--- src/cfg_bank_pkg.sv ---
// Purpose: constants for the indexed configuration register bank
// Assumes: 25 MHz system clock, AT I/O decode on a 16-bit port address
// Notes: one tag per rule below, carried by the logic that does it
// Overview of operation
// port 22h selects index, 24h moves data
// any data access drops the stored index
// reserved bits reset zero; host writes zero
// exactly twelve indexed registers behind the pair
// control_one bits 7-6 read revision, read-only
// control_one bit 4: early cache buffer enable
// control_one bit 3: single address latch pulse
// control_one bit 2: extra AT wait state
// control_one bit 1: keyboard reset waits halt
// control_one bit 0: fast processor reset path
// control_two bit 7: master mode byte swap
// control_two bit 6: reset now, else 2 us
// control_two bit 5 set disables parity checking
// bit 4 cache on, burst off; 3-2 size
// control_two bit 1: read burst 2-1-1-1 / 3-1-1-1
// control_two bit 0: write hit zero waits
// index and data taken from peripheral byte lane
// cache enable forces DRAM fast decode off
// control_one bit 5 always reads zero
package cfg_bank_pkg;

    // ----------------------------------------------------------------
    // port decode and register window
    // ----------------------------------------------------------------
    localparam logic [15:0] INDEX_PORT_ADDR = 16'h0022;
    localparam logic [15:0] DATA_PORT_ADDR = 16'h0024;
    localparam logic [7:0] FIRST_INDEX = 8'h20;
    localparam int REG_COUNT = 12;
    localparam logic [7:0] CONTROL_ONE_IDX = 8'h20;
    localparam logic [7:0] CONTROL_TWO_IDX = 8'h21;
    localparam logic [7:0] DRAM_CTRL_ONE_IDX = 8'h24;
    localparam logic [7:0] REG_RESET_VALUE = 8'h00;
    localparam logic [7:0] UNSELECTED_READ = 8'hff;

    // ----------------------------------------------------------------
    // field positions
    // ----------------------------------------------------------------
    localparam int C1_REV_LSB = 6;
    localparam int C1_UNUSED_BIT = 5;
    localparam int C1_CACHE_OE_EARLY = 4;
    localparam int C1_SINGLE_ALE = 3;
    localparam int C1_AT_EXTRA_WAIT = 2;
    localparam int C1_KBD_HALT_WAIT = 1;
    localparam int C1_FAST_RESET = 0;
    localparam logic [7:0] C1_WRITE_MASK = 8'h1f;
    localparam int C2_BYTE_SWAP = 7;
    localparam int C2_KBD_FAST = 6;
    localparam int C2_PARITY_OFF = 5;
    localparam int C2_CACHE_EN = 4;
    localparam int C2_CACHE_SIZE_LSB = 2;
    localparam int C2_READ_BURST_FAST = 1;
    localparam int C2_WRITE_ZERO_WAIT = 0;
    localparam int D1_FAST_DECODE = 3;

    // ----------------------------------------------------------------
    // timing
    // ----------------------------------------------------------------
    localparam int CLK_PERIOD_NS = 40;
    localparam int KBD_RESET_DELAY_NS = 2000;
    localparam int KBD_RESET_DELAY_CYC =
        (KBD_RESET_DELAY_NS + CLK_PERIOD_NS - 1) / CLK_PERIOD_NS;
    localparam int RESET_PULSE_CYC = 16;

    typedef enum logic [1:0] {
        RST_IDLE = 2'b00,
        RST_WAIT_HALT = 2'b01,
        RST_DELAY = 2'b10,
        RST_PULSE = 2'b11
    } rst_state_t;

endpackage

--- src/reset_sequencer.sv ---
// Purpose: processor reset pulse from keyboard or fast reset requests
// Assumes: request and halt inputs are one-cycle pulses on i_clk
// Notes: requests arriving while a sequence runs are dropped
`timescale 1ns/100ps
module reset_sequencer (
    input wire logic i_clk,
    input wire logic i_rstn,
    input wire logic i_ce,
    input wire logic i_kbd_reset_req,
    input wire logic i_fast_reset_req,
    input wire logic i_halt_seen,
    input wire logic i_halt_wait_en,
    input wire logic i_kbd_fast_en,
    input wire logic i_fast_reset_en,
    output logic o_processor_reset_out
);
    cfg_bank_pkg::rst_state_t state_reg, state_next;
    logic [6:0] count_reg, count_next;
    logic rst_out_reg, rst_out_next;

    // ----------------------------------------------------------------
    // sequence control
    // ----------------------------------------------------------------
    // keyboard path may wait for halt, then delay or go straight to pulse
    always_comb begin
        state_next = state_reg;
        count_next = count_reg;
        case (state_reg)
            cfg_bank_pkg::RST_IDLE: begin
                if (i_fast_reset_req && i_fast_reset_en) begin
                    state_next = cfg_bank_pkg::RST_PULSE;
                    count_next = 7'(cfg_bank_pkg::RESET_PULSE_CYC - 1);
                end else if (i_kbd_reset_req) begin
                    if (i_halt_wait_en) begin
                        state_next = cfg_bank_pkg::RST_WAIT_HALT;
                    end else if (i_kbd_fast_en) begin
                        state_next = cfg_bank_pkg::RST_PULSE;
                        count_next = 7'(cfg_bank_pkg::RESET_PULSE_CYC - 1);
                    end else begin
                        state_next = cfg_bank_pkg::RST_DELAY;
                        count_next = 7'(cfg_bank_pkg::KBD_RESET_DELAY_CYC - 1);
                    end
                end
            end
            cfg_bank_pkg::RST_WAIT_HALT: begin
                if (i_halt_seen) begin
                    if (i_kbd_fast_en) begin
                        state_next = cfg_bank_pkg::RST_PULSE;
                        count_next = 7'(cfg_bank_pkg::RESET_PULSE_CYC - 1);
                    end else begin
                        state_next = cfg_bank_pkg::RST_DELAY;
                        count_next = 7'(cfg_bank_pkg::KBD_RESET_DELAY_CYC - 1);
                    end
                end
            end
            cfg_bank_pkg::RST_DELAY: begin
                if (count_reg == 7'h00) begin
                    state_next = cfg_bank_pkg::RST_PULSE;
                    count_next = 7'(cfg_bank_pkg::RESET_PULSE_CYC - 1);
                end else begin
                    count_next = count_reg - 7'h01;
                end
            end
            cfg_bank_pkg::RST_PULSE: begin
                if (count_reg == 7'h00) begin
                    state_next = cfg_bank_pkg::RST_IDLE;
                end else begin
                    count_next = count_reg - 7'h01;
                end
            end
            default: begin
                state_next = cfg_bank_pkg::RST_IDLE;
                count_next = 7'h00;
            end
        endcase
        rst_out_next = (state_next == cfg_bank_pkg::RST_PULSE);
    end

    // registered so the reset output never glitches
    always_ff @(posedge i_clk or negedge i_rstn) begin
        if (!i_rstn) begin
            state_reg <= cfg_bank_pkg::RST_IDLE;
            count_reg <= 7'h00;
            rst_out_reg <= 1'b0;
        end else if (i_ce) begin
            state_reg <= state_next;
            count_reg <= count_next;
            rst_out_reg <= rst_out_next;
        end
    end

    assign o_processor_reset_out = rst_out_reg;
endmodule // reset_sequencer

--- src/indexed_config_register_bank.sv ---
// Purpose: index/data port configuration bank with decoded control outputs
// Assumes: i_io_wr and i_io_rd are one-cycle strobes synchronous to i_clk
// Notes: every output comes from a flip-flop loaded with next-state values
`timescale 1ns/100ps
module indexed_config_register_bank #(
    parameter logic [1:0] REV_CODE = 2'h2 // arbitrary revision value
) (
    input wire logic i_clk,
    input wire logic i_rstn,
    input wire logic i_ce,
    input wire logic [15:0] i_io_addr,
    input wire logic i_io_wr,
    input wire logic i_io_rd,
    input wire logic [7:0] i_peripheral_data_byte_lane,
    input wire logic i_kbd_reset_req,
    input wire logic i_fast_reset_req,
    input wire logic i_halt_seen,
    output logic [7:0] o_peripheral_data_byte_lane,
    output logic o_peripheral_data_byte_lane_oe_n,
    output logic o_cache_oe_early,
    output logic o_single_ale,
    output logic o_at_extra_wait,
    output logic o_master_byte_swap,
    output logic o_parity_check_en,
    output logic o_cache_en,
    output logic o_dram_burst_en,
    output logic [1:0] o_cache_size,
    output logic o_read_burst_fast,
    output logic o_write_hit_zero_wait,
    output logic o_dram_fast_decode_en,
    output logic o_processor_reset_out
);
    logic [7:0] regs_reg [cfg_bank_pkg::REG_COUNT];
    logic [7:0] regs_next [cfg_bank_pkg::REG_COUNT];
    logic [7:0] index_reg, index_next;
    logic index_valid_reg, index_valid_next;
    logic [7:0] rdata_reg, rdata_next;
    logic oe_n_reg, oe_n_next;
    logic [7:0] c1, c2, d1;
    logic cache_oe_early_reg, single_ale_reg, at_extra_wait_reg, byte_swap_reg;
    logic parity_en_reg, cache_en_reg, burst_en_reg, read_fast_reg;
    logic write_zero_reg, fast_decode_reg;
    logic [1:0] cache_size_reg;

    // ----------------------------------------------------------------
    // helpers
    // ----------------------------------------------------------------
    // index falls inside the twelve-register window
    function automatic logic idx_in_range(input logic [7:0] idx);
        return (idx >= cfg_bank_pkg::FIRST_INDEX) &&
               (idx < 8'(cfg_bank_pkg::FIRST_INDEX + cfg_bank_pkg::REG_COUNT));
    endfunction

    function automatic logic [3:0] idx_slot(input logic [7:0] idx);
        return 4'(idx - cfg_bank_pkg::FIRST_INDEX);
    endfunction

    // ----------------------------------------------------------------
    // port access
    // ----------------------------------------------------------------
    // index write arms the window; any data access disarms it
    always_comb begin
        logic [3:0] slot;
        logic [7:0] rv;
        slot = idx_slot(index_reg);
        rv = regs_reg[slot];
        regs_next = regs_reg;
        index_next = index_reg;
        index_valid_next = index_valid_reg;
        rdata_next = rdata_reg;
        oe_n_next = 1'b1;
        if (index_reg == cfg_bank_pkg::CONTROL_ONE_IDX) begin
            rv[7:cfg_bank_pkg::C1_REV_LSB] = REV_CODE;
            rv[cfg_bank_pkg::C1_UNUSED_BIT] = 1'b0;
        end
        if (i_io_wr && i_io_addr == cfg_bank_pkg::INDEX_PORT_ADDR) begin
            index_next = i_peripheral_data_byte_lane;
            index_valid_next = 1'b1;
        end
        if ((i_io_wr || i_io_rd) && i_io_addr == cfg_bank_pkg::DATA_PORT_ADDR) begin
            index_valid_next = 1'b0;
            if (i_io_rd) begin
                oe_n_next = 1'b0;
                // a stale or out-of-window index reads as an idle bus
                rdata_next = (index_valid_reg && idx_in_range(index_reg)) ?
                             rv : cfg_bank_pkg::UNSELECTED_READ;
            end
            if (i_io_wr && index_valid_reg && idx_in_range(index_reg)) begin
                if (index_reg == cfg_bank_pkg::CONTROL_ONE_IDX) begin
                    // revision and unused bit never take a write
                    regs_next[slot] = i_peripheral_data_byte_lane &
                                      cfg_bank_pkg::C1_WRITE_MASK;
                end else begin
                    regs_next[slot] = i_peripheral_data_byte_lane;
                end
            end
        end
    end

    // ----------------------------------------------------------------
    // decoded control fields, taken from next values
    // ----------------------------------------------------------------
    assign c1 = regs_next[idx_slot(cfg_bank_pkg::CONTROL_ONE_IDX)];
    assign c2 = regs_next[idx_slot(cfg_bank_pkg::CONTROL_TWO_IDX)];
    assign d1 = regs_next[idx_slot(cfg_bank_pkg::DRAM_CTRL_ONE_IDX)];

    // state and output flops; clock enable low freezes everything
    always_ff @(posedge i_clk or negedge i_rstn) begin
        if (!i_rstn) begin
            for (int i = 0; i < cfg_bank_pkg::REG_COUNT; i++) begin
                regs_reg[i] <= cfg_bank_pkg::REG_RESET_VALUE;
            end
            index_reg <= 8'h00;
            index_valid_reg <= 1'b0;
            rdata_reg <= 8'h00;
            oe_n_reg <= 1'b1;
            cache_oe_early_reg <= 1'b0;
            single_ale_reg <= 1'b0;
            at_extra_wait_reg <= 1'b0;
            byte_swap_reg <= 1'b0;
            parity_en_reg <= 1'b1;
            cache_en_reg <= 1'b0;
            burst_en_reg <= 1'b1;
            cache_size_reg <= 2'h0;
            read_fast_reg <= 1'b0;
            write_zero_reg <= 1'b0;
            fast_decode_reg <= 1'b0;
        end else if (i_ce) begin
            regs_reg <= regs_next;
            index_reg <= index_next;
            index_valid_reg <= index_valid_next;
            rdata_reg <= rdata_next;
            oe_n_reg <= oe_n_next;
            cache_oe_early_reg <= c1[cfg_bank_pkg::C1_CACHE_OE_EARLY];
            single_ale_reg <= c1[cfg_bank_pkg::C1_SINGLE_ALE];
            at_extra_wait_reg <= c1[cfg_bank_pkg::C1_AT_EXTRA_WAIT];
            byte_swap_reg <= c2[cfg_bank_pkg::C2_BYTE_SWAP];
            parity_en_reg <= ~c2[cfg_bank_pkg::C2_PARITY_OFF];
            cache_en_reg <= c2[cfg_bank_pkg::C2_CACHE_EN];
            burst_en_reg <= ~c2[cfg_bank_pkg::C2_CACHE_EN];
            cache_size_reg <= c2[cfg_bank_pkg::C2_CACHE_SIZE_LSB +: 2];
            read_fast_reg <= c2[cfg_bank_pkg::C2_READ_BURST_FAST];
            write_zero_reg <= c2[cfg_bank_pkg::C2_WRITE_ZERO_WAIT];
            // cache use overrides the fast decode setting
            fast_decode_reg <= d1[cfg_bank_pkg::D1_FAST_DECODE] &
                               ~c2[cfg_bank_pkg::C2_CACHE_EN];
        end
    end

    // ----------------------------------------------------------------
    // reset sequencing
    // ----------------------------------------------------------------
    reset_sequencer u_reset_sequencer (
        .i_clk(i_clk),
        .i_rstn(i_rstn),
        .i_ce(i_ce),
        .i_kbd_reset_req(i_kbd_reset_req),
        .i_fast_reset_req(i_fast_reset_req),
        .i_halt_seen(i_halt_seen),
        .i_halt_wait_en(regs_reg[idx_slot(cfg_bank_pkg::CONTROL_ONE_IDX)]
                        [cfg_bank_pkg::C1_KBD_HALT_WAIT]),
        .i_kbd_fast_en(regs_reg[idx_slot(cfg_bank_pkg::CONTROL_TWO_IDX)]
                       [cfg_bank_pkg::C2_KBD_FAST]),
        .i_fast_reset_en(regs_reg[idx_slot(cfg_bank_pkg::CONTROL_ONE_IDX)]
                         [cfg_bank_pkg::C1_FAST_RESET]),
        .o_processor_reset_out(o_processor_reset_out)
    );

    assign o_peripheral_data_byte_lane = rdata_reg;
    assign o_peripheral_data_byte_lane_oe_n = oe_n_reg;
    assign o_cache_oe_early = cache_oe_early_reg;
    assign o_single_ale = single_ale_reg;
    assign o_at_extra_wait = at_extra_wait_reg;
    assign o_master_byte_swap = byte_swap_reg;
    assign o_parity_check_en = parity_en_reg;
    assign o_cache_en = cache_en_reg;
    assign o_dram_burst_en = burst_en_reg;
    assign o_cache_size = cache_size_reg;
    assign o_read_burst_fast = read_fast_reg;
    assign o_write_hit_zero_wait = write_zero_reg;
    assign o_dram_fast_decode_en = fast_decode_reg;
endmodule // indexed_config_register_bank

--- config.mk ---
export PLATFORM = sky130hd
export DESIGN_NAME = indexed_config_register_bank
export DESIGN_NICKNAME = d
export VERILOG_FILES = /design/src/cfg_bank_pkg.sv /design/src/reset_sequencer.sv /design/src/indexed_config_register_bank.sv
export SDC_FILE = /design/constraint.sdc
export NUM_CORES = 1
export LEC_CHECK = 0
export BUFFER_PORTS_ARGS = -buffer_cell sky130_fd_sc_hd__clkbuf_2
export CORE_UTILIZATION = 55
export CTS_BUF_LIST = sky130_fd_sc_hd__clkbuf_4
export DETAILED_ROUTE_END_ITERATION = 8
export GPL_ROUTABILITY_DRIVEN = 0
export PLACE_DENSITY = 0.82
export SETUP_SLACK_MARGIN = 0.2
export SLEW_MARGIN = 20
export SYNTH_ARGS = -nofsm -noshare
export SYNTH_HDL_FRONTEND = slang
export SYNTH_SLANG_ARGS = --single-unit
--- constraint.sdc ---
create_clock -name i_clk -period 3.9 [get_ports i_clk]
set_clock_uncertainty 0.2 [all_clocks]
set_input_delay 1.17 -clock i_clk [delete_from_list [all_inputs] [get_ports i_clk]]
set_output_delay 1.17 -clock i_clk [all_outputs]
set_load 0.005 [all_outputs]
==> flow_summary.ini <==
[floorplanning]
initial_utilization_pct = 56.37
die_h_microns = 107.4
io-pin-count = 54
core_sq_um = 10840
die_area_sq_um = 11540
die_w_microns = 107.4
rows = 38

[logic_synthesis]
avgSynthCellArea_sq_um = 12.22
syn-cell-area_sq_um = 6111
yosys-top-cells-area = dfrtp_1 (50%), mux2_2 (13%), mux4_2 (8.5%)
syn_inst = 500
synth-edff-count = 0
synth.yosys.seq_area_share_pct = 51.66
post-synth-top-count-cell = dfrtp_1
synth-main-ff-cell = dfrtp_1
ys_types = 49
synth_common_cells = dfrtp_1 (123), mux2_2 (69), nand2_1 (44), nor2_1 (39), o21ai_0 (33)
syn-num-nets = 533
async_reset_ff_share_pct = 100.0
synth_top_area_share_pct = 50.37
yosys_warnings = 0
ys_ff_latch = 126
yosys.area.top_type = dfrtp_1

[setup_path]
critical_path.cell_chain = clkbuf_2 -> nor4b_4 -> and4_1 -> nand4_1 -> mux2_2
worst_path_largest_cell_delay_ns = 0.56
cp_num_buf_inv = 1
crit_required_ns = 4.10
regToRegEndpoint = regs_reg[80]
cp-start-kind = input pin
critPathSlowestCell = nand4_1
crit_family = simple AND/OR/NAND/NOR gates
critPathCaptureType = register
r2r_setup_slack_ns = 1.25
critPathMaxFanout = 9
critPathArrivalTime_ns = 3.16
r2r_start = index_reg[0]
setup.worst_path.class = input pin to register
worstRegToRegCells = 5

[worst_hold_path]
hold_path_depth = 2
hold_path_startpoint = o_dram_burst_en
hp-class = register to register
min_to = o_dram_burst_en

[grt]
antenna_found_initial = 0
grt_usage_pct = 25.88
grt_overflow_total = 0
grt_pass1_wl_mm = 22.20
first_global_vias = 4390
grt_max_degree = 57

[clocking]
cts.repair.resized = 0
clock_latency_ns = 0.52
cts_tree = done
clk_pin_slew_ns = 0.10
numCtsBuffers = 17
cts_root_buf = clkbuf_4
max-clock-path-buffers = 2
postCtsSetupRepairBufs = 0
ctsHoldBuffers = 0
htreeDepth = 4
cts_sinks = 126

[route]
vias = 4330
drt_wl_total_mm = 13.76
wire_per_inst_microns = 19.54
drtIter0Drc = 379
ant_nets = 0
first_pass_iters = 8
viasPerCell = 6.151
drc = 2

[place]
numPortBuffers = 53
post-place-cells = 674
dp_hpwl_mm = 9.476
pre_cts_slack_ns = 0.4982

[timing]
fmax_ghz = 0.3385
tightest_slew_ns = 0.8083
period_needed_ns = 2.954
slew_headroom_pct = 45.82
fin_ws_ns = 0.9456
finalMaxSlewViolations = 0
timing_hold_violations_final = 0
fin_crit_sh_pct = 75.75
setup-tns-final_ns = 0
setup_viol = 0
rsz0062_at_grt = false

[power]
leakage_uw = 0.003225
power_density_nw_per_um2 = 358.6
irDropWorstVdd_mv = 0.3234

[layout]
syn_to_final_growth_pct = 10.63
nNetsFinal = 586
antennaDiodeCount = 0
largest_reg_flops = 95
final_util_pct = 62.36
drive_above_1_share_pct = 35.28
layout.cells.non_filler = 704

[outcome]
run_status = complete, but fails checks
violations = DRC

[run]
drv_cap = 0
[cells by family (layout without fill, tap and decap cells)]
logic type                 after synthesis  in the layout  synth area share [%]
and+or+nand+nor                        150            150                 14.17
adders and majority gates                1              1                0.2047
muxes                                  111            111                 24.43
AOI/OAI and AO/OA                       70             70                 6.675
DFF                                    126            126                 51.66
buffers and inverters                   41            105                 2.723
xor gates and xnor gates                 1              1                0.1434
[layout make-up]
class                           count  area [sq um]
Tap cell                          140         175.2
Clock inverter                     12         103.9
Sequential cell                   126          3158
Clock buffer                       18         135.1
Inverter                           12         45.04
Timing Repair Buffer               63         355.3
Multi-Input combinational cell    333          2788
Fill cell                         823          4080
[layer usage]
layer / vias to the layer above / GRT usage, % / share of wire [%]
met5: - / 0 / 0
met4: 0 / 12.82 / 3.0
met3: 40 / 4.782 / 5.8
met2: 190 / 43.27 / 50
met1: 2174 / 32.38 / 41
li1: 1926 / - / -
[worst register-to-register path, cell delays in order (launching register included)]
cell	delay [ns]
dfrtp_1	0.48
buf_4	0.49
nand2b_1	0.19
nor2_1	0.19
nand4_1	0.51
mux2_2	0.48
[report_power, final]
| part | switching, uW | internal [uW] |
|---|---|---|
| Clock | 441 | 363 |
| Combinational | 138 | 81.5 |
| Sequential | 54.5 | 1350 |
| Total | 634 | 1790 |
[layout by cell type (no fill, tap or decap), drive strengths merged, types with 2 or more instances in the layout]
cell type  netlist  layout
o21ai           33      33
mux4            23      23
nand2b           8       8
nand3b           3       3
dfstp            3       3
mux2            75      75
dfrtp          123     123
nor3             6       6
a221oi           2       2
o2bb2ai          2       2
buf              8      11
or4              2       2
a211oi           5       5
clkinv           0       9
nor2            39      39
a21oi           21      21
nor4             8       8
mux2i           13      13
nand4           12      12
clkbuf          21      70
nor4b            4       4
or2              3       3
and2             4       4
inv             12      12
bufinv           0       2
nand3            8       8
nand2           45      45
nor2b            5       5
[stage by stage]
step | total power (uW) | hold WS, ns | cell area (sq um)
final | 2424 | 0.2902 | 6760
after global routing | 2536 | 0.3116 | 6760
after CTS | 2441 | 0.2939 | 6759
after detailed placement | 1640 | 0.2682 | 6520
after global placement | 1621 | 0.2555 | 6520
after floorplan | 1535 | 0.2446 | 6111
[worst max-delay path by stage]
| stage | cells past startpoint | end | from | slack [ns] |
|---|---|---|---|---|
| after floorplan | 5 | o_dram_fast_decode_en | i_io_addr[4] | 0.91 |
| after global placement | 6 | regs_reg[18] | i_io_addr[13] | 0.56 |
| after detailed placement | 6 | regs_reg[16] | i_io_addr[13] | 0.50 |
| after CTS | 5 | regs_reg[80] | i_io_addr[4] | 1.04 |
| after global routing | 5 | regs_reg[80] | i_io_addr[4] | 0.88 |
| final | 5 | regs_reg[80] | i_io_addr[4] | 0.95 |
(Power assumes the default switching activity.)
